<file path="config.mk">
export PLATFORM = sky130hd
export DESIGN_NAME = etd_dma_dev_flat
export DESIGN_NICKNAME = d
export VERILOG_FILES = /design/src/etd_pkg.sv /design/src/etd_bus_if.sv /design/src/etd_dma_dev.sv /design/src/flat_wrapper.sv
export VERILOG_INCLUDE_DIRS = /design/src
export SDC_FILE = /design/constraint.sdc
export NUM_CORES = 1
export LEC_CHECK = 0
export BUFFER_PORTS_ARGS = -buffer_cell sky130_fd_sc_hd__buf_2
export CORE_ASPECT_RATIO = 1.1
export CORE_MARGIN = 3
export CORE_UTILIZATION = 26
export DETAILED_ROUTE_END_ITERATION = 7
export PLACE_DENSITY_LB_ADDON = 0.08
export SKIP_CTS_REPAIR_TIMING = 1
export SYNTH_ARGS = -nofsm -noshare
export SYNTH_HDL_FRONTEND = slang
export SYNTH_SLANG_ARGS = --single-unit
</file>
<file path="constraint.sdc">
create_clock -name ref_clk_in -period 9.1 [get_ports ref_clk_in]
set_input_delay 0.91 -clock ref_clk_in [delete_from_list [all_inputs] [get_ports ref_clk_in]]
set_output_delay 0.91 -clock ref_clk_in [all_outputs]
set_load 0.02 [all_outputs]
</file>
<file path="src/etd_regs.svh">
// register offsets, field positions and fixed counts of the transmit descriptor dma
// assumes inclusion by bare name from every design file of the block
`ifndef ETD_REGS_SVH
`define ETD_REGS_SVH
// ------------------------------------------------------------------
// software register offsets
// ------------------------------------------------------------------
`define ETD_A_CTRL      8'h00
`define ETD_A_CFG       8'h04
`define ETD_A_QPTR      8'h08
`define ETD_A_STAT      8'h0C
// ------------------------------------------------------------------
// register bit positions
// ------------------------------------------------------------------
`define ETD_CTRL_TXEN   3
`define ETD_CTRL_START  9
`define ETD_CTRL_HALT   10
`define ETD_CFG_PAUSE   13
`define ETD_STAT_GO     3
`define ETD_STAT_BUSY   4
// ------------------------------------------------------------------
// descriptor layout
// ------------------------------------------------------------------
`define ETD_D_USED      31
`define ETD_D_WRAP      30
`define ETD_D_RETRY     29
`define ETD_D_UNDR      28
`define ETD_D_EXH       27
`define ETD_D_NOCRC     16
`define ETD_D_LAST      15
`define ETD_D_LEN_MSB   10
`define ETD_W1_OFS      32'h0000_0004
`define ETD_DESC_COUNT  1024
`define ETD_MAX_BUFS    128
// ------------------------------------------------------------------
// frame sizes in bytes
// ------------------------------------------------------------------
`define ETD_MIN_FRAME   7'h40
`define ETD_CRC_BYTES   7'h04
`define ETD_BEAT_BYTES  3'h4
`endif

</file>
<file path="src/etd_pkg.sv">
// types shared by both ends of the transmit descriptor dma
// assumes nothing beyond a systemverilog compiler
package etd_pkg;
  typedef logic [31:0] etd_word_t;
  typedef enum logic [3:0] {
    ST_IDLE, ST_CTRL, ST_ADDR, ST_NEXT, ST_FETCH, ST_SEND,
    ST_PAD, ST_END, ST_WAIT, ST_ERR_END, ST_WB
  } etd_state_t;
  typedef enum logic [1:0] {PS_IDLE, PS_BUSY, PS_DONE} etd_port_state_t;
endpackage

</file>
<file path="src/etd_bus_if.sv">
// word bus between the dma end and the memory port end
// assumes both ends run on the same clock; a request is held until ack
`timescale 1ns/1ns
`default_nettype none
interface etd_bus_if;
  logic        req;
  logic        we;
  logic [31:0] addr;
  logic [31:0] wdata;
  logic        ack;
  logic [31:0] rdata;
  logic        err;
  modport dev (output req, we, addr, wdata, input ack, rdata, err);
  modport mem (input req, we, addr, wdata, output ack, rdata, err);
endinterface
`default_nettype wire

</file>
<file path="src/etd_dma_dev.sv">
// transmit descriptor dma end: walks the descriptor list, streams buffer data
// to the transmit block and writes status back to each frame's first descriptor
// assumes one clock for software, bus and transmit block; the bus holds no order
// Notes on behaviour
// buffers of 0 to 2047 bytes, zero skipped
// software keeps frames at 128 buffers or fewer
// two-word descriptors, list starts at queue pointer
// crc frames are padded to 64 bytes
// last bit and length field size the frame
// no-crc bit on last buffer suppresses crc
// transmit only unused buffers, then mark used
// status written to first descriptor only
// retry, underrun, exhausted reported as separate bits
// wrap bit or 1024 descriptors return to start
// software leaves queue pointer alone while active
// queue pointer write restarts at new queue
// transmit disable returns pointer to queue start
// start sets go, repeat start is harmless
// go state readable in status register
// go clears on disable, used, pointer, halt, error
// halt waits for the current frame to finish
// collision restarts frame from its first descriptor
// used bit mid-frame is a transmit error
// after error pointer returns to queue start
// used bit at frame start keeps the pointer
// pause with pause enabled holds new frames
// otherwise next descriptor follows in memory
//
// Implementation choices: the register offsets and strobed register access.
`timescale 1ns/1ns
`default_nettype none
`include "etd_regs.svh"
module etd_dma_dev #(
  parameter int DESC_COUNT = `ETD_DESC_COUNT
) (
  input  wire logic          ref_clk_in,
  input  wire logic          rst_n_in,
  input  wire logic [7:0]    sw_addr_in,
  input  wire logic [31:0]   sw_wdata_in,
  input  wire logic          sw_wr_in,
  input  wire logic          sw_rd_in,
  output etd_pkg::etd_word_t sw_rdata_out,
  etd_bus_if.dev             bus_io,
  output etd_pkg::etd_word_t tx_data_out,
  output logic [2:0]         tx_bytes_out,
  output logic               tx_valid_out,
  input  wire logic          tx_ready_in,
  output logic               tx_last_out,
  output logic               tx_nocrc_out,
  output logic               tx_bad_fcs_out,
  output logic               transmit_fault_output_out,
  input  wire logic          tx_done_in,
  input  wire logic          tx_collision_in,
  input  wire logic          tx_retry_fail_in,
  input  wire logic          tx_late_in,
  input  wire logic          pause_in
);
  import etd_pkg::*;
  localparam int IDX_W = $clog2(DESC_COUNT);
  localparam logic [IDX_W-1:0] LAST_IDX = IDX_W'(DESC_COUNT - 1);
  if (DESC_COUNT < 2 || DESC_COUNT > `ETD_DESC_COUNT || (1 << IDX_W) != DESC_COUNT) begin : g_chk
    $error("DESC_COUNT must be a power of two from 2 to 1024");
  end
  // ------------------------------------------------------------------
  // helpers
  // ------------------------------------------------------------------
  function automatic logic [2:0] beat_bytes(input logic [1:0] off, input logic [10:0] rem);
    logic [2:0] avail;
    avail = `ETD_BEAT_BYTES - {1'b0, off};
    return (rem < {8'h00, avail}) ? rem[2:0] : avail;
  endfunction
  function automatic logic [6:0] sat_add(input logic [6:0] cnt, input logic [2:0] b);
    logic [7:0] sum;
    sum = {1'b0, cnt} + {5'h00, b};
    return (sum > {1'b0, `ETD_MIN_FRAME}) ? `ETD_MIN_FRAME : sum[6:0];
  endfunction
  function automatic etd_word_t desc_w1(input etd_word_t base, input logic [IDX_W-1:0] idx);
    return base + 32'({idx, 3'h0}) + `ETD_W1_OFS;
  endfunction
  etd_state_t       state_ff;
  etd_word_t        base_ff, ctrl_ff, first_ctrl_ff, buf_addr_ff, err_bits_ff, rdata_ff;
  logic [IDX_W-1:0] idx_ff, first_idx_ff;
  logic [10:0]      rem_ff;
  logic [6:0]       fbytes_ff;
  logic             txen_ff, pause_en_ff, go_ff, halt_pend_ff, first_ff;
  logic             col_pend_ff, late_pend_ff, kill_pend_ff, req_ff, we_ff;
  etd_word_t        addr_ff, wdata_ff, ptr;
  logic             wr_ctrl, start_wr, halt_wr, dis_wr, qptr_wr, in_frame;
  logic [6:0]       pad_left;
  assign ptr      = base_ff + 32'({idx_ff, 3'h0});
  assign wr_ctrl  = sw_wr_in && (sw_addr_in == `ETD_A_CTRL);
  assign start_wr = wr_ctrl && sw_wdata_in[`ETD_CTRL_START] && sw_wdata_in[`ETD_CTRL_TXEN];
  assign halt_wr  = wr_ctrl && sw_wdata_in[`ETD_CTRL_HALT];
  assign dis_wr   = wr_ctrl && !sw_wdata_in[`ETD_CTRL_TXEN];
  assign qptr_wr  = sw_wr_in && (sw_addr_in == `ETD_A_QPTR);
  assign in_frame = !(state_ff inside {ST_IDLE, ST_WB, ST_ERR_END, ST_CTRL}) || !first_ff;
  assign pad_left = `ETD_MIN_FRAME - `ETD_CRC_BYTES - fbytes_ff;
  // ------------------------------------------------------------------
  // software registers
  // ------------------------------------------------------------------
  always_ff @(posedge ref_clk_in) begin
    if (!rst_n_in) begin
      base_ff     <= 32'h0000_0000;
      txen_ff     <= 1'b0;
      pause_en_ff <= 1'b0;
    end else begin
      if (wr_ctrl) txen_ff <= sw_wdata_in[`ETD_CTRL_TXEN];
      if (sw_wr_in && sw_addr_in == `ETD_A_CFG) pause_en_ff <= sw_wdata_in[`ETD_CFG_PAUSE];
      if (qptr_wr) base_ff <= sw_wdata_in;
    end
  end
  always_ff @(posedge ref_clk_in) begin
    if (!rst_n_in) begin
      rdata_ff <= 32'h0000_0000;
    end else begin
      rdata_ff <= 32'h0000_0000;
      if (sw_rd_in) begin
        case (sw_addr_in)
          `ETD_A_CTRL: rdata_ff[`ETD_CTRL_TXEN] <= txen_ff;
          `ETD_A_CFG:  rdata_ff[`ETD_CFG_PAUSE] <= pause_en_ff;
          `ETD_A_QPTR: rdata_ff <= ptr;
          `ETD_A_STAT: begin
            rdata_ff[`ETD_STAT_GO]   <= go_ff;
            rdata_ff[`ETD_STAT_BUSY] <= (state_ff != ST_IDLE);
          end
          default:     rdata_ff <= 32'h0000_0000;
        endcase
      end
    end
  end
  // ------------------------------------------------------------------
  // descriptor walk and frame streaming
  // ------------------------------------------------------------------
  always_ff @(posedge ref_clk_in) begin
    if (!rst_n_in) begin
      state_ff <= ST_IDLE;       ctrl_ff <= 32'h0000_0000;  first_ctrl_ff <= 32'h0000_0000;
      buf_addr_ff <= 32'h0000_0000; err_bits_ff <= 32'h0000_0000;
      idx_ff <= '0;              first_idx_ff <= '0;        rem_ff <= 11'h000;
      fbytes_ff <= 7'h00;        go_ff <= 1'b0;             halt_pend_ff <= 1'b0;
      first_ff <= 1'b1;          col_pend_ff <= 1'b0;       late_pend_ff <= 1'b0;
      kill_pend_ff <= 1'b0;      req_ff <= 1'b0;            we_ff <= 1'b0;
      addr_ff <= 32'h0000_0000;  wdata_ff <= 32'h0000_0000;
      tx_data_out <= 32'h0000_0000; tx_bytes_out <= 3'h0;   tx_valid_out <= 1'b0;
      tx_last_out <= 1'b0;       tx_nocrc_out <= 1'b0;      tx_bad_fcs_out <= 1'b0;
      transmit_fault_output_out <= 1'b0;
    end else begin
      case (state_ff)
        ST_IDLE: if (go_ff && !halt_pend_ff && !(pause_en_ff && pause_in)) begin
          first_ff <= 1'b1;  first_idx_ff <= idx_ff;  fbytes_ff <= 7'h00;
          err_bits_ff <= 32'h0000_0000;
          req_ff <= 1'b1;  we_ff <= 1'b0;  addr_ff <= desc_w1(base_ff, idx_ff);
          state_ff <= ST_CTRL;
        end
        ST_CTRL: if (bus_io.ack) begin
          req_ff <= 1'b0;
          if (bus_io.err) begin
            err_bits_ff[`ETD_D_UNDR] <= 1'b1;
            state_ff <= ST_ERR_END;
          end else if (bus_io.rdata[`ETD_D_USED]) begin
            if (first_ff) begin
              go_ff <= 1'b0;
              halt_pend_ff <= 1'b0;
              state_ff <= ST_IDLE;
            end else begin
              err_bits_ff[`ETD_D_UNDR] <= 1'b1;
              err_bits_ff[`ETD_D_EXH] <= 1'b1;
              state_ff <= ST_ERR_END;
            end
          end else begin
            ctrl_ff <= bus_io.rdata;
            if (first_ff) first_ctrl_ff <= bus_io.rdata;
            req_ff <= 1'b1;  addr_ff <= ptr;
            state_ff <= ST_ADDR;
          end
        end
        ST_ADDR: if (bus_io.ack) begin
          req_ff <= 1'b0;  first_ff <= 1'b0;
          if (ctrl_ff[`ETD_D_WRAP] || idx_ff == LAST_IDX) idx_ff <= '0;
          else idx_ff <= idx_ff + 1'b1;
          if (bus_io.err) begin
            err_bits_ff[`ETD_D_UNDR] <= 1'b1;
            state_ff <= ST_ERR_END;
          end else begin
            buf_addr_ff <= bus_io.rdata;
            rem_ff <= ctrl_ff[`ETD_D_LEN_MSB:0];
            if (ctrl_ff[`ETD_D_LEN_MSB:0] == 11'h000) state_ff <= ST_NEXT;
            else begin
              req_ff <= 1'b1;  addr_ff <= {bus_io.rdata[31:2], 2'h0};
              state_ff <= ST_FETCH;
            end
          end
        end
        ST_NEXT: if (ctrl_ff[`ETD_D_LAST]) begin
          // padding only where the transmit block will add crc
          if (ctrl_ff[`ETD_D_NOCRC] || pad_left == 7'h00 || pad_left[6]) state_ff <= ST_END;
          else state_ff <= ST_PAD;
        end else begin
          req_ff <= 1'b1;  addr_ff <= desc_w1(base_ff, idx_ff);
          state_ff <= ST_CTRL;
        end
        ST_FETCH: if (bus_io.ack) begin
          req_ff <= 1'b0;
          if (bus_io.err) begin
            err_bits_ff[`ETD_D_UNDR] <= 1'b1;
            state_ff <= ST_ERR_END;
          end else begin
            tx_data_out  <= bus_io.rdata >> {buf_addr_ff[1:0], 3'h0};
            tx_bytes_out <= beat_bytes(buf_addr_ff[1:0], rem_ff);
            tx_valid_out <= 1'b1;
            buf_addr_ff  <= buf_addr_ff + 32'(beat_bytes(buf_addr_ff[1:0], rem_ff));
            rem_ff       <= rem_ff - 11'(beat_bytes(buf_addr_ff[1:0], rem_ff));
            fbytes_ff    <= sat_add(fbytes_ff, beat_bytes(buf_addr_ff[1:0], rem_ff));
            state_ff     <= ST_SEND;
          end
        end
        ST_SEND: if (tx_ready_in) begin
          tx_valid_out <= 1'b0;
          if (rem_ff == 11'h000) state_ff <= ST_NEXT;
          else begin
            req_ff <= 1'b1;  addr_ff <= {buf_addr_ff[31:2], 2'h0};
            state_ff <= ST_FETCH;
          end
        end
        ST_PAD: if (!tx_valid_out) begin
          tx_data_out  <= 32'h0000_0000;
          tx_bytes_out <= (pad_left > 7'(`ETD_BEAT_BYTES)) ? `ETD_BEAT_BYTES : pad_left[2:0];
          tx_valid_out <= 1'b1;
        end else if (tx_ready_in) begin
          tx_valid_out <= 1'b0;
          fbytes_ff <= sat_add(fbytes_ff, tx_bytes_out);
          if (pad_left <= 7'(tx_bytes_out)) state_ff <= ST_END;
        end
        ST_END, ST_ERR_END: if (!tx_valid_out) begin
          tx_data_out  <= 32'h0000_0000;
          tx_bytes_out <= 3'h0;
          tx_valid_out <= 1'b1;
          tx_last_out  <= 1'b1;
          tx_nocrc_out <= ctrl_ff[`ETD_D_NOCRC] && (state_ff == ST_END);
          tx_bad_fcs_out <= (state_ff == ST_ERR_END);
          transmit_fault_output_out <= (state_ff == ST_ERR_END);
        end else if (tx_ready_in) begin
          tx_valid_out <= 1'b0;  tx_last_out <= 1'b0;
          tx_nocrc_out <= 1'b0;  tx_bad_fcs_out <= 1'b0;
          transmit_fault_output_out <= 1'b0;
          if (state_ff == ST_END) state_ff <= ST_WAIT;
          else begin
            req_ff <= 1'b1;  we_ff <= 1'b1;  addr_ff <= desc_w1(base_ff, first_idx_ff);
            wdata_ff <= first_ctrl_ff | err_bits_ff | (32'h1 << `ETD_D_USED);
            state_ff <= ST_WB;
          end
        end
        ST_WAIT: if (tx_done_in || tx_retry_fail_in) begin
          req_ff <= 1'b1;  we_ff <= 1'b1;  addr_ff <= desc_w1(base_ff, first_idx_ff);
          wdata_ff <= first_ctrl_ff | (32'(tx_retry_fail_in) << `ETD_D_RETRY)
                      | (32'h1 << `ETD_D_USED);
          err_bits_ff[`ETD_D_RETRY] <= tx_retry_fail_in;
          state_ff <= ST_WB;
        end
        ST_WB: if (bus_io.ack) begin
          req_ff <= 1'b0;  we_ff <= 1'b0;
          if (err_bits_ff != 32'h0000_0000 || bus_io.err) begin
            go_ff <= 1'b0;
            idx_ff <= '0;
            halt_pend_ff <= 1'b0;
          end else if (halt_pend_ff) begin
            go_ff <= 1'b0;
            halt_pend_ff <= 1'b0;
          end
          state_ff <= ST_IDLE;
        end
        default: state_ff <= ST_IDLE;
      endcase
      // frame aborts wait until no bus request is open
      if (!req_ff && late_pend_ff && state_ff inside {ST_NEXT, ST_SEND, ST_PAD, ST_END}) begin
        late_pend_ff <= 1'b0;  tx_valid_out <= 1'b0;  tx_last_out <= 1'b0;
        err_bits_ff[`ETD_D_UNDR] <= 1'b1;
        state_ff <= ST_ERR_END;
      end else if (!req_ff && col_pend_ff && state_ff inside {ST_NEXT, ST_SEND, ST_PAD, ST_END, ST_WAIT}) begin
        col_pend_ff <= 1'b0;  tx_valid_out <= 1'b0;  tx_last_out <= 1'b0;
        tx_nocrc_out <= 1'b0;
        first_ff <= 1'b1;  fbytes_ff <= 7'h00;  idx_ff <= first_idx_ff;
        req_ff <= 1'b1;  we_ff <= 1'b0;  addr_ff <= desc_w1(base_ff, first_idx_ff);
        state_ff <= ST_CTRL;
      end
      if (state_ff inside {ST_IDLE, ST_WB, ST_ERR_END}) begin
        col_pend_ff <= 1'b0;
        late_pend_ff <= 1'b0;
      end
      if (tx_collision_in && in_frame && state_ff != ST_ERR_END) col_pend_ff <= 1'b1;
      if (tx_late_in && in_frame && state_ff != ST_WAIT) late_pend_ff <= 1'b1;
      if (kill_pend_ff && !req_ff) begin
        kill_pend_ff <= 1'b0;  tx_valid_out <= 1'b0;  tx_last_out <= 1'b0;
        tx_nocrc_out <= 1'b0;  tx_bad_fcs_out <= 1'b0;
        transmit_fault_output_out <= 1'b0;  we_ff <= 1'b0;
        idx_ff <= '0;
        state_ff <= ST_IDLE;
      end
      // software commands override the walk
      if (start_wr) go_ff <= 1'b1;
      if (halt_wr) begin
        if (state_ff == ST_IDLE) go_ff <= 1'b0;
        else halt_pend_ff <= 1'b1;
      end
      if (qptr_wr) begin
        go_ff <= 1'b0;
        idx_ff <= '0;
      end
      if (dis_wr) begin
        go_ff <= 1'b0;
        halt_pend_ff <= 1'b0;
        idx_ff <= '0;
        if (state_ff != ST_IDLE) kill_pend_ff <= 1'b1;
      end
    end
  end
  assign sw_rdata_out = rdata_ff;
  assign bus_io.req   = req_ff;
  assign bus_io.we    = we_ff;
  assign bus_io.addr  = addr_ff;
  assign bus_io.wdata = wdata_ff;
endmodule // etd_dma_dev
`default_nettype wire

</file>
<file path="src/flat_wrapper.sv">
// flat-port wrapper written by rule: the top's interface ports become plain ports
module etd_dma_dev_flat import etd_pkg::*;
#(
  parameter int DESC_COUNT = `ETD_DESC_COUNT
)
  (ref_clk_in, rst_n_in, sw_addr_in, sw_wdata_in, sw_wr_in, sw_rd_in, sw_rdata_out, tx_data_out, tx_bytes_out, tx_valid_out, tx_ready_in, tx_last_out, tx_nocrc_out, tx_bad_fcs_out, transmit_fault_output_out, tx_done_in, tx_collision_in, tx_retry_fail_in, tx_late_in, pause_in, bus_io_req, bus_io_we, bus_io_addr, bus_io_wdata, bus_io_ack, bus_io_rdata, bus_io_err);
  etd_bus_if bus_io_i ();
  input  wire logic ref_clk_in;
  input  wire logic rst_n_in;
  input  wire logic [7:0] sw_addr_in;
  input  wire logic [31:0] sw_wdata_in;
  input  wire logic sw_wr_in;
  input  wire logic sw_rd_in;
  output etd_pkg::etd_word_t sw_rdata_out;
  output etd_pkg::etd_word_t tx_data_out;
  output logic [2:0] tx_bytes_out;
  output logic tx_valid_out;
  input  wire logic tx_ready_in;
  output logic tx_last_out;
  output logic tx_nocrc_out;
  output logic tx_bad_fcs_out;
  output logic transmit_fault_output_out;
  input  wire logic tx_done_in;
  input  wire logic tx_collision_in;
  input  wire logic tx_retry_fail_in;
  input  wire logic tx_late_in;
  input  wire logic pause_in;
  output wire logic [$bits(bus_io_i.req)-1:0] bus_io_req;
  output wire logic [$bits(bus_io_i.we)-1:0] bus_io_we;
  output wire logic [$bits(bus_io_i.addr)-1:0] bus_io_addr;
  output wire logic [$bits(bus_io_i.wdata)-1:0] bus_io_wdata;
  input wire logic [$bits(bus_io_i.ack)-1:0] bus_io_ack;
  input wire logic [$bits(bus_io_i.rdata)-1:0] bus_io_rdata;
  input wire logic [$bits(bus_io_i.err)-1:0] bus_io_err;
  assign bus_io_req = bus_io_i.req;
  assign bus_io_we = bus_io_i.we;
  assign bus_io_addr = bus_io_i.addr;
  assign bus_io_wdata = bus_io_i.wdata;
  assign bus_io_i.ack = bus_io_ack;
  assign bus_io_i.rdata = bus_io_rdata;
  assign bus_io_i.err = bus_io_err;
  etd_dma_dev #(.DESC_COUNT(DESC_COUNT)) u_core (.ref_clk_in(ref_clk_in), .rst_n_in(rst_n_in), .sw_addr_in(sw_addr_in), .sw_wdata_in(sw_wdata_in), .sw_wr_in(sw_wr_in), .sw_rd_in(sw_rd_in), .sw_rdata_out(sw_rdata_out), .bus_io(bus_io_i), .tx_data_out(tx_data_out), .tx_bytes_out(tx_bytes_out), .tx_valid_out(tx_valid_out), .tx_ready_in(tx_ready_in), .tx_last_out(tx_last_out), .tx_nocrc_out(tx_nocrc_out), .tx_bad_fcs_out(tx_bad_fcs_out), .transmit_fault_output_out(transmit_fault_output_out), .tx_done_in(tx_done_in), .tx_collision_in(tx_collision_in), .tx_retry_fail_in(tx_retry_fail_in), .tx_late_in(tx_late_in), .pause_in(pause_in));
endmodule
</file>
# Word level (Yosys, flattened, before mapping)
# Index checks and enable logic that the tools add are counted.
# totals
register_bits	316
output_inout_bits	138
input_bits	84
wordCells	366
# classes
shifts	1
addsub	11
n_reduce_logical	79
bitwise_logic	5
n_eq_ne	57
mux	175
n_lt_le_gt_ge	5
# ops
operator	count
$mux W32	27
$pmux W32 S7	1
$pmux W32 S2	3
$mux W4	19
$mux W1	75
$add A32 B13 Y32	2
$add A32 B3 Y32 const B	2
$mux W7	9
$or A31 B30 Y31	2
$mux W10	6
$mux W11	4
$pmux W4 S10	1
$ne A2 B2 Y1 const B	18
$ne A4 B4 Y1 const B	9
$add A32 B3 Y32	1
$reduce_bool A32 Y1	1
$shr A32 B5 Y32	1
$mux W30	1
$mux W3	9
$reduce_and A12 Y1	2
$logic_not A11 Y1	2
$pmux W11 S2	1
$pmux W7 S3	1
$logic_and A1 B1 Y1	20
48 further kinds	116

# Logic depth before layout (Yosys ltp)
# Gate-level depths: netlist of the first run.
# logic_depth
depth_word	11
depth_mapped	23
depth_no_buf	22

# Least setup slack after synthesis of the first run
# Ideal clock, no wire load.
# synth_timing
path_kind	reg2reg
from	register u_core.buf_addr_ff[1]
to	register u_core.buf_addr_ff[31]
path_slack_ps	4136
setup_ps	70
stages_incl_launch_ff	22
synth_period_minus_slack_ps	4964
n_path_buf	1
t_required_ps	9030
arrival_time_ps	4893
path_cell_list	dfxtp_1 > clkbuf_1 > inv_2 > ha_1 > inv_1 > ha_1 > a21boi_0 > o21ai_0 > nand2_1 > mux2i_1 > inv_1 > ha_1 > a21o_1 > a21o_1 > nand2_1 > or3_1 > nor3_1 > nand3_1 > nor2_1 > a31oi_1 > or3_1 > a21oi_1
# synth_between
elab_chain_cells	7
# synth_rtl
element	line	text
start: declaration	etd_dma_dev.sv:81	etd_word_t base_ff, ctrl_ff, first_ctrl_ff, buf_addr_ff, err_bits_ff, rdata_ff;
start signal: assignment	etd_dma_dev.sv:184	buf_addr_ff <= bus_io.rdata;
start signal: assignment	etd_dma_dev.sv:210	buf_addr_ff <= buf_addr_ff + 32'(beat_bytes(buf_addr_ff[1:0], rem_ff));
$sub A3 B2 Y3 (no source line)	n/a	
$lt A11 B3 Y1	etd_dma_dev.sv:70	return (rem < {8'h00, avail}) ? rem[2:0] : avail;
$mux W3	etd_dma_dev.sv:70	
$add A32 B3 Y32 (*)	etd_dma_dev.sv:210	
$mux W32 (*)	etd_dma_dev.sv:203	if (bus_io.err) begin
$mux W32 (*)	etd_dma_dev.sv:201	ST_FETCH: if (bus_io.ack) begin
$pmux W32 S2 (*)	etd_dma_dev.sv:147	case (state_ff)
# Mark *: on every way between the ends. The rest lies on a longest branch, timed or not. The select of a mux whose other input is x is not followed.
# A chain may end at the register's enable or synchronous reset.

# Worst setup path after layout of the first run
# layout_timing
from	register u_core.buf_addr_ff[1]
to	register u_core.buf_addr_ff[28]
# Same word-level chain as after synthesis.

==> summary.txt, run 1 <==
Run status
  • Run status: completed

Global route
  • GRT overflow: 0
  • Initial antenna violation count: 1
  • Wire length of the first global-routing pass: 108000 um
  • Number of global-route vias before repair: 16.7k
  • Maximum number of pins on one net before global-route repair: 83
  • GRT Util Overall: 0.205

Clock network
  • TritonCTS Sinks: 299
  • Clock tree from TritonCTS: done
  • Library cell used as clock root buffer: clkbuf_16
  • Post-CTS clock slew at the launch and capture registers of the worst setup and hold paths: 0.06 ns
  • Maximum buffer depth of the clock tree: 3
  • Number of buffers created by CTS: 37
  • H-tree depth: 2
  • Clock latency reported for the late side of the worst-skew pair: 0.57 ns

Drt
  • Count of nets left with antenna violations after detail routing: 0
  • Ratio of routed vias to standard cells: 5.30
  • Iteration-0 DRC Markers: 1476
  • Number of iterations in the first detailed-routing pass: 8
  • Aggregate routed wire length: 72400 um
  • DRC violations left: 0
  • Total vias in the final route: 17.2k
  • Wire length per cell after detailed routing: 22.3 um

Floorplan
  • Area enclosed by the die boundary: 0.0681 sq mm
  • Core Region: 0.0640 sq mm
  • Die Y-Extent: 273 um
  • Floorplan die width: 249 um
  • Initial cell density of the core: 0.264
  • Io pins: 222
  • Num rows: 97

Timing
  • Final number of max-transition violations: 0
  • RSZ-0062 raised after global routing: false
  • Final Setup Violations: 0
  • Post-route worst setup slack: 3.09 ns
  • Min cycle time layout: 6.01 ns
  • Final sum of negative setup slack: 0 ns
  • Maximum clock frequency: 167 MHz
  • Worst slew slack as a fraction of its limit: 0.231
  • Count of endpoints failing hold in the final timing report: 0
  • Post-route fraction of the period consumed by the critical path: 0.660
  • Hold Worst Slack: 0.445 ns
  • Worst-case clock skew: 0.0219 ns
  • Actual transition at the worst max-transition pin: 1.14 ns

Synthesis
  • Post-synth net total: 2364
  • Portion of synthesized cell area occupied by the leading cell type: 0.354
  • Cell type contributing the most total cell area after synthesis: dfxtp_1
  • Post-synthesis cell count: 2232
  • Unique masters post-synth: 99
  • Leading register cell type out of synthesis: dfxtp_1
  • Portion of the post-synthesis area used by sequential elements: 0.354
  • EDFF count, synth: 0
  • Synth area leaders: dfxtp_1, nand2_1, a21oi_1, nor2_1, o21ai_0
  • Synthesis Warnings: 0
  • List of most frequent post-synthesis cells: nand2_1, dfxtp_1, a21oi_1, nor2_1, clkbuf_1
  • Cell Area, Synth: 0.0169 sq mm
  • Average footprint of a synthesized cell: 7.57 sq um
  • Count of state elements after synthesis: 299
  • Most frequently used cell type in the post-synthesis netlist: nand2_1
  • Fraction of registers with async set or reset after synthesis: 0

Setup path
  • Setup CP Type: flip-flop to flip-flop
  • Worst R2R Setup Slack: 3.09 ns
  • Data arrival, critical path: 6.47 ns
  • Element type at the critical path start: flip-flop
  • Gate family responsible for the most delay along the worst path: simple AND/OR/NAND/NOR gates
  • Worst endpoint required time: 9.56 ns
  • Worst Path Max Fanout: 21
  • CP endpoint kind: flip-flop
  • Cell mode on critical path: ha_1
  • CP Buf/Inv Count: 2
  • Start of the worst register-to-register path: u_core.buf_addr_ff[1]
  • Cell type of the slowest stage on the worst timing path: dfxtp_1
  • Critical path cell sequence: inv_2 > ha_1 > inv_1 > ha_1 > a21boi_0 > o21ai_0 > nand2_1 > o21ai_0 > ha_1 > fa_1 > a21oi_1 > nor4b_1 > and2_1 > nand3_1 > nor2_1 > and3_1 > nor2b_1 > a41oi_1 > o221a_2
  • Largest stage delay on the critical path: 1.01 ns
  • RR Endpoint: u_core.buf_addr_ff[28]
  • Number of cell instances on the worst register-to-register path: 19

Cells and area
  • Area grow syn2layout: 18.4%
  • Post-route cell area: 0.0200 sq mm
  • Layout cell share with drive strength beyond 1: 0.157
  • Fillers: 6904
  • Layout Nets: 2509

Placed design
  • Post-placement worst setup slack: 3.14 ns
  • Cell area reported after detailed placement: 0.0188 sq mm
  • Placed wire-length estimate after detailed placement: 52600 um
  • Port buffer count: 221
  • Final weighted congestion in routability-driven placement: 0.829

Min path
  • Hold Crit Class: flip-flop to flip-flop
  • Worst hold stages: 2
  • Hold path endpoint: u_core.bus_io.wdata[8]
  • Hold wc startpoint: u_core.first_ctrl_ff[8]

Run
  • Max capacitance violation total: 0

Power and ir drop
  • Ratio of total power to cell area: 206 mW/mm^2
  • PnR Total Power: 4.12 mW
  • Leakage: 7.54 nW
  • IR drop worst, VDD: 0.102 mV
[worst max-delay path by stage]
stage,from,to,depth (start not counted)
after floorplan,u_core.buf_addr_ff[1],u_core.buf_addr_ff[31],21
after global placement,u_core.buf_addr_ff[1],u_core.buf_addr_ff[28],19
after detailed placement,u_core.buf_addr_ff[1],u_core.buf_addr_ff[28],19
after CTS,u_core.buf_addr_ff[1],u_core.buf_addr_ff[28],19
after global routing,u_core.buf_addr_ff[1],u_core.buf_addr_ff[30],19
final,u_core.buf_addr_ff[1],u_core.buf_addr_ff[28],19
[layout by cell type (no fill, tap or decap), drive strengths merged, types with 10 or more instances in the layout]
cell type | Yosys | final
nor3b | 10 | 10
a22oi | 27 | 27
and3 | 27 | 27
o21ai | 122 | 122
nor3 | 68 | 68
xnor2 | 40 | 40
nor4 | 17 | 17
a221oi | 21 | 21
a31oi | 26 | 26
or3 | 14 | 14
dfxtp | 299 | 299
nor2b | 24 | 24
mux2i | 39 | 39
clkbuf | 120 | 52
nor2 | 225 | 225
o221a | 10 | 10
a21oi | 253 | 253
and2 | 13 | 13
nand2 | 402 | 402
xor2 | 33 | 33
o22ai | 19 | 19
buf | 25 | 251
nand3 | 61 | 61
ha | 42 | 42
nand2b | 14 | 14
nand4 | 27 | 27
a221o | 11 | 11
a222oi | 16 | 16
a21o | 14 | 14
a211oi | 25 | 25
o211ai | 14 | 14
inv | 42 | 45
[sequential cells by signal, indices dropped and copies added, names as in the netlist, 3 cells and up]
signal	flops
u_core.bus_io.addr	32
u_core.fbytes_ff	7
u_core.buf_addr_ff	32
u_core.state_ff	4
u_core.base_ff	32
u_core.rem_ff	11
u_core.tx_data_out	32
u_core.bus_io.wdata	32
u_core.err_bits_ff	3
u_core.tx_bytes_out	3
u_core.first_idx_ff	10
u_core.first_ctrl_ff	31
u_core.sw_rdata_out	32
u_core.idx_ff	10
u_core.ctrl_ff	14
[final cells by class]
cell class	instances	area [sq um]	share of cell area
inverter	44	170	0.00851
clock inverter	15	163	0.00813
tap	841	1050	0.0526
clock buffer	52	1060	0.0531
timing repair buffer	251	1330	0.0666
antenna	1	2.50	0.000125
sequential	299	5990	0.299
multi-input combinational	1744	10200	0.512
[stage by stage]
step | utilization | instances
after floorplan | - | 2232
after global placement | 0.293 | 3179
after detailed placement | 0.293 | 3179
after CTS | 0.313 | 3246
after global routing | 0.313 | 3246
final | 0.313 | 3247
[kinds of logic after synthesis]
family                   after synthesis  synth area share
AO/OA/AOI/OAI                        641             0.245
XOR/XNOR                              73            0.0383
adder cells (fa/ha/maj)               49            0.0388
buffers and inverters                189            0.0435
flip-flops                           299             0.354
multiplexers                          41            0.0244
AND/OR/NAND/NOR                      940             0.255
[routing by layer]
layer / global-route usage / share of wire
met1: 0.261 / 0.43
met2: 0.352 / 0.48
met3: 0.0344 / 0.052
met4: 0.0655 / 0.031
met5: 0 / 0
[report_power, final]
| group | leakage, nW | internal (mW) | switching, mW | total (mW) |
|---|---|---|---|---|
| registers | 2.41 | 1.38 | 0.103 | 1.49 |
| logic | 4.53 | 0.339 | 0.779 | 1.12 |
| clock network | 0.597 | 0.880 | 0.634 | 1.51 |
[worst register-to-register path: stages, from the launching register on]
cell,delay (ns)
dfxtp_1,1.01
inv_2,0.24
ha_1,0.38
inv_1,0.05
ha_1,0.25
a21boi_0,0.12
o21ai_0,0.17
nand2_1,0.14
o21ai_0,0.51
ha_1,0.30
fa_1,0.21
a21oi_1,0.12
nor4b_1,0.41
and2_1,0.23
nand3_1,0.13
nor2_1,0.50
and3_1,0.35
nor2b_1,0.32
a41oi_1,0.16
o221a_2,0.31
Note: power is estimated with default switching activity, not from simulation.
==> inputs of run 2 (changes only) <==
- ABC_AREA: not set -> 1
- clock period: 9.1 -> 5.95 ns (I/O delays scaled with it)
==> run 2 against run 1 <==
Area after synthesis grew 7.9%. Core utilization fell by 0.16 points. Clock skew up 0.013 ns. Non-clock buffer count down 7. Critical endpoint is now u_core.buf_addr_ff[27]. Hold slack worse by 0.17 ns. Final cell count grew 20%. Setup slack lost 2.2 ns. Clock-buffer cell count is 7 higher. Fmax up 18%. Sequential power rose by 61%.
==> summary.txt, run 2 <==
Synthesis
  • Portion of the post-synthesis area used by sequential elements: 0.328
  • List of most frequent post-synthesis cells: nand2_1, nor2_1, inv_1, dfxtp_1, a21oi_1
  • Cell Area, Synth: 0.0182 sq mm
  • Synth area leaders: dfxtp_1, nand2_1, a21oi_1, o21ai_0, nor2_1
  • Post-synthesis cell count: 2770
  • Most frequently used cell type in the post-synthesis netlist: nand2_1
  • Synthesis Warnings: 0
  • Leading register cell type out of synthesis: dfxtp_1
  • Cell type contributing the most total cell area after synthesis: dfxtp_1
  • Unique masters post-synth: 65
  • Average footprint of a synthesized cell: 6.58 sq um
  • Fraction of registers with async set or reset after synthesis: 0
  • EDFF count, synth: 0
  • Portion of synthesized cell area occupied by the leading cell type: 0.328
  • Post-synth net total: 2902
  • Count of state elements after synthesis: 299

Setup path
  • Worst Path Max Fanout: 11
  • Worst endpoint required time: 6.37 ns
  • Setup CP Type: flip-flop to flip-flop
  • CP endpoint kind: flip-flop
  • Data arrival, critical path: 5.51 ns
  • Element type at the critical path start: flip-flop

Power and ir drop
  • PnR Total Power: 7.19 mW
  • Leakage: 9.19 nW
  • Internal cell power: 4.37 mW
  • Combinational share of power: 0.311
  • Clock group share of total power: 0.357
  • IR drop worst, VDD: 0.176 mV
  • Net switching power of the design: 2.83 mW
  • Switching Share: 0.393
  • Ratio of total power to cell area: 334 mW/mm^2
  • Sequential group share of total power: 0.333

Global route
  • Initial antenna violation count: 1
  • Number of global-route vias before repair: 19.1k
  • GRT overflow: 0
  • Maximum number of pins on one net before global-route repair: 85
  • Wire length of the first global-routing pass: 123000 um
  • GRT Util Overall: 0.219

Floorplan
  • Io pins: 222
  • Area enclosed by the die boundary: 0.0733 sq mm
  • Die Y-Extent: 284 um
  • Initial cell density of the core: 0.263
  • Core Region: 0.0693 sq mm
  • Floorplan die width: 258 um
  • Num rows: 101

Timing
  • Final sum of negative setup slack: 0 ns
  • Worst slew slack as a fraction of its limit: 0.348
  • Min cycle time layout: 5.09 ns
  • Worst-case clock skew: 0.0351 ns
  • Final number of max-transition violations: 0
  • Final Setup Violations: 0
  • Actual transition at the worst max-transition pin: 0.979 ns
  • Hold Worst Slack: 0.275 ns
  • Maximum clock frequency: 196 MHz
  • Post-route fraction of the period consumed by the critical path: 0.856
  • Count of endpoints failing hold in the final timing report: 0
  • Post-route worst setup slack: 0.860 ns
  • RSZ-0062 raised after global routing: false

Clock network
  • Library cell used as clock root buffer: clkbuf_16
  • Maximum buffer depth of the clock tree: 3
  • Number of buffers created by CTS: 40
  • Clock latency reported for the late side of the worst-skew pair: 0.58 ns
  • Post-CTS clock slew at the launch and capture registers of the worst setup and hold paths: 0.06 ns
  • Clock tree from TritonCTS: done
  • H-tree depth: 2
  • TritonCTS Sinks: 299

Placed design
  • Placed instance count: 3823
  • Placed wire-length estimate after detailed placement: 62500 um
  • Port buffer count: 221
  • Final weighted congestion in routability-driven placement: 0.884
  • Post-placement worst setup slack: 0.895 ns

Drt
  • Iteration-0 DRC Markers: 1405
  • DRC violations left: 0
  • Ratio of routed vias to standard cells: 5.01
  • Number of iterations in the first detailed-routing pass: 5
  • Count of nets left with antenna violations after detail routing: 0
  • Wire length per cell after detailed routing: 21.2 um
  • Aggregate routed wire length: 82600 um
  • Total vias in the final route: 19.5k

Cells and area
  • Antenna Diode Count: 0
  • Area grow syn2layout: 18.2%
  • Layout cell share with drive strength beyond 1: 0.143
  • Commonest cells after routing, fill and taps aside: nand2_1, nor2_1, inv_1
  • Post-Layout Cell Count: 3896
  • Layout Nets: 3070
  • Commonest non-fill, non-tap cell in the layout: nand2_1

Min path
  • Hold Crit Class: primary input to flip-flop

Run
  • Max capacitance violation total: 0

Run status
  • Run status: completed
==> run 2: cell count changes in the layout (fill, tap and decap cells not counted), sizes merged, moves of 39 or more <==
cell,previous run,this run
inv,45,347
mux2i,39,0
nand2,402,534
nand3,61,148
nor2,225,345
o21ai,122,287
==> run 2: path summary, 6_finish.rpt <==
path         slack (ns)                      from                  endpoint  depth (start not counted)
min                0.27            sw_wdata_in[5]         u_core.base_ff[5]                          3
max                0.86     u_core.buf_addr_ff[1]    u_core.buf_addr_ff[27]                         22
max reg2reg        0.86     u_core.buf_addr_ff[1]    u_core.buf_addr_ff[27]                         22
min reg2reg        0.46  u_core.first_ctrl_ff[30]  u_core.first_ctrl_ff[30]                          2
==> run 2: layout make-up <==
cell class | count | area, sq um
inverters | 348 | 1310
clock buffers | 59 | 1130
flip-flops and latches | 299 | 5990
fillers | 7748 | 47700
well taps | 927 | 1160
clock inverters | 14 | 230
multi-input cells | 2005 | 10400
repair buffers | 244 | 1280
==> run 2: cells by family (layout without fill, tap and decap cells) <==
family,after synthesis,count (layout),share of synthesized area
flops,299,299,0.328
simple gates,1167,1167,0.281
buf+inv,466,665,0.0991
fa+ha+maj,48,48,0.0354
xor+xnor,62,62,0.0306
compound gates,728,728,0.225
==> run 2: metal layers <==
layer | vias up | wire length [um] | GRT usage
met3 | 109 | 3830 | 0.0268
met4 | 0 | 2080 | 0.0584
met5 | - | 0 | 0
met1 | 9219 | 37200 | 0.288
li1 | 9619 | - | -
met2 | 582 | 39500 | 0.377
==> run 2: per-stage QoR <==
stage | instance area, sq um | util
finish | 21500 | 0.311
global route | 21500 | 0.311
CTS | 21500 | 0.311
detailed placement | 20200 | 0.291
global placement | 20200 | 0.291
floorplan | 18200 | -
==> run 2: critical path: stages, from the launching register on <==
cell and delay, ns:
dfxtp_1 0.61, clkinv_1 0.17, ha_1 0.30, inv_1 0.05, ha_1 0.28, a21oi_1 0.16, o2111ai_1 0.21, o21ai_0 0.62
inv_1 0.26, ha_1 0.35, nand3_1 0.07, nand2_1 0.10, inv_1 0.06, nor2_1 0.19, inv_1 0.08, nor2_1 0.28
nand2_1 0.18, nor2_2 0.26, nand3_1 0.13, nand3b_1 0.21, xor2_1 0.16, o21ai_1 0.11, a21oi_1 0.07
==> run 2: power by group through the flow <==
stage | sequential, mW | clock, mW | combinational [mW]
after floorplan | 2.54 | 0 | 1.30
after global placement | 2.44 | 0 | 2.24
after detailed placement | 2.44 | 0 | 2.24
after CTS | 2.40 | 2.64 | 2.25
after global routing | 2.42 | 2.70 | 2.47
final | 2.40 | 2.57 | 2.23
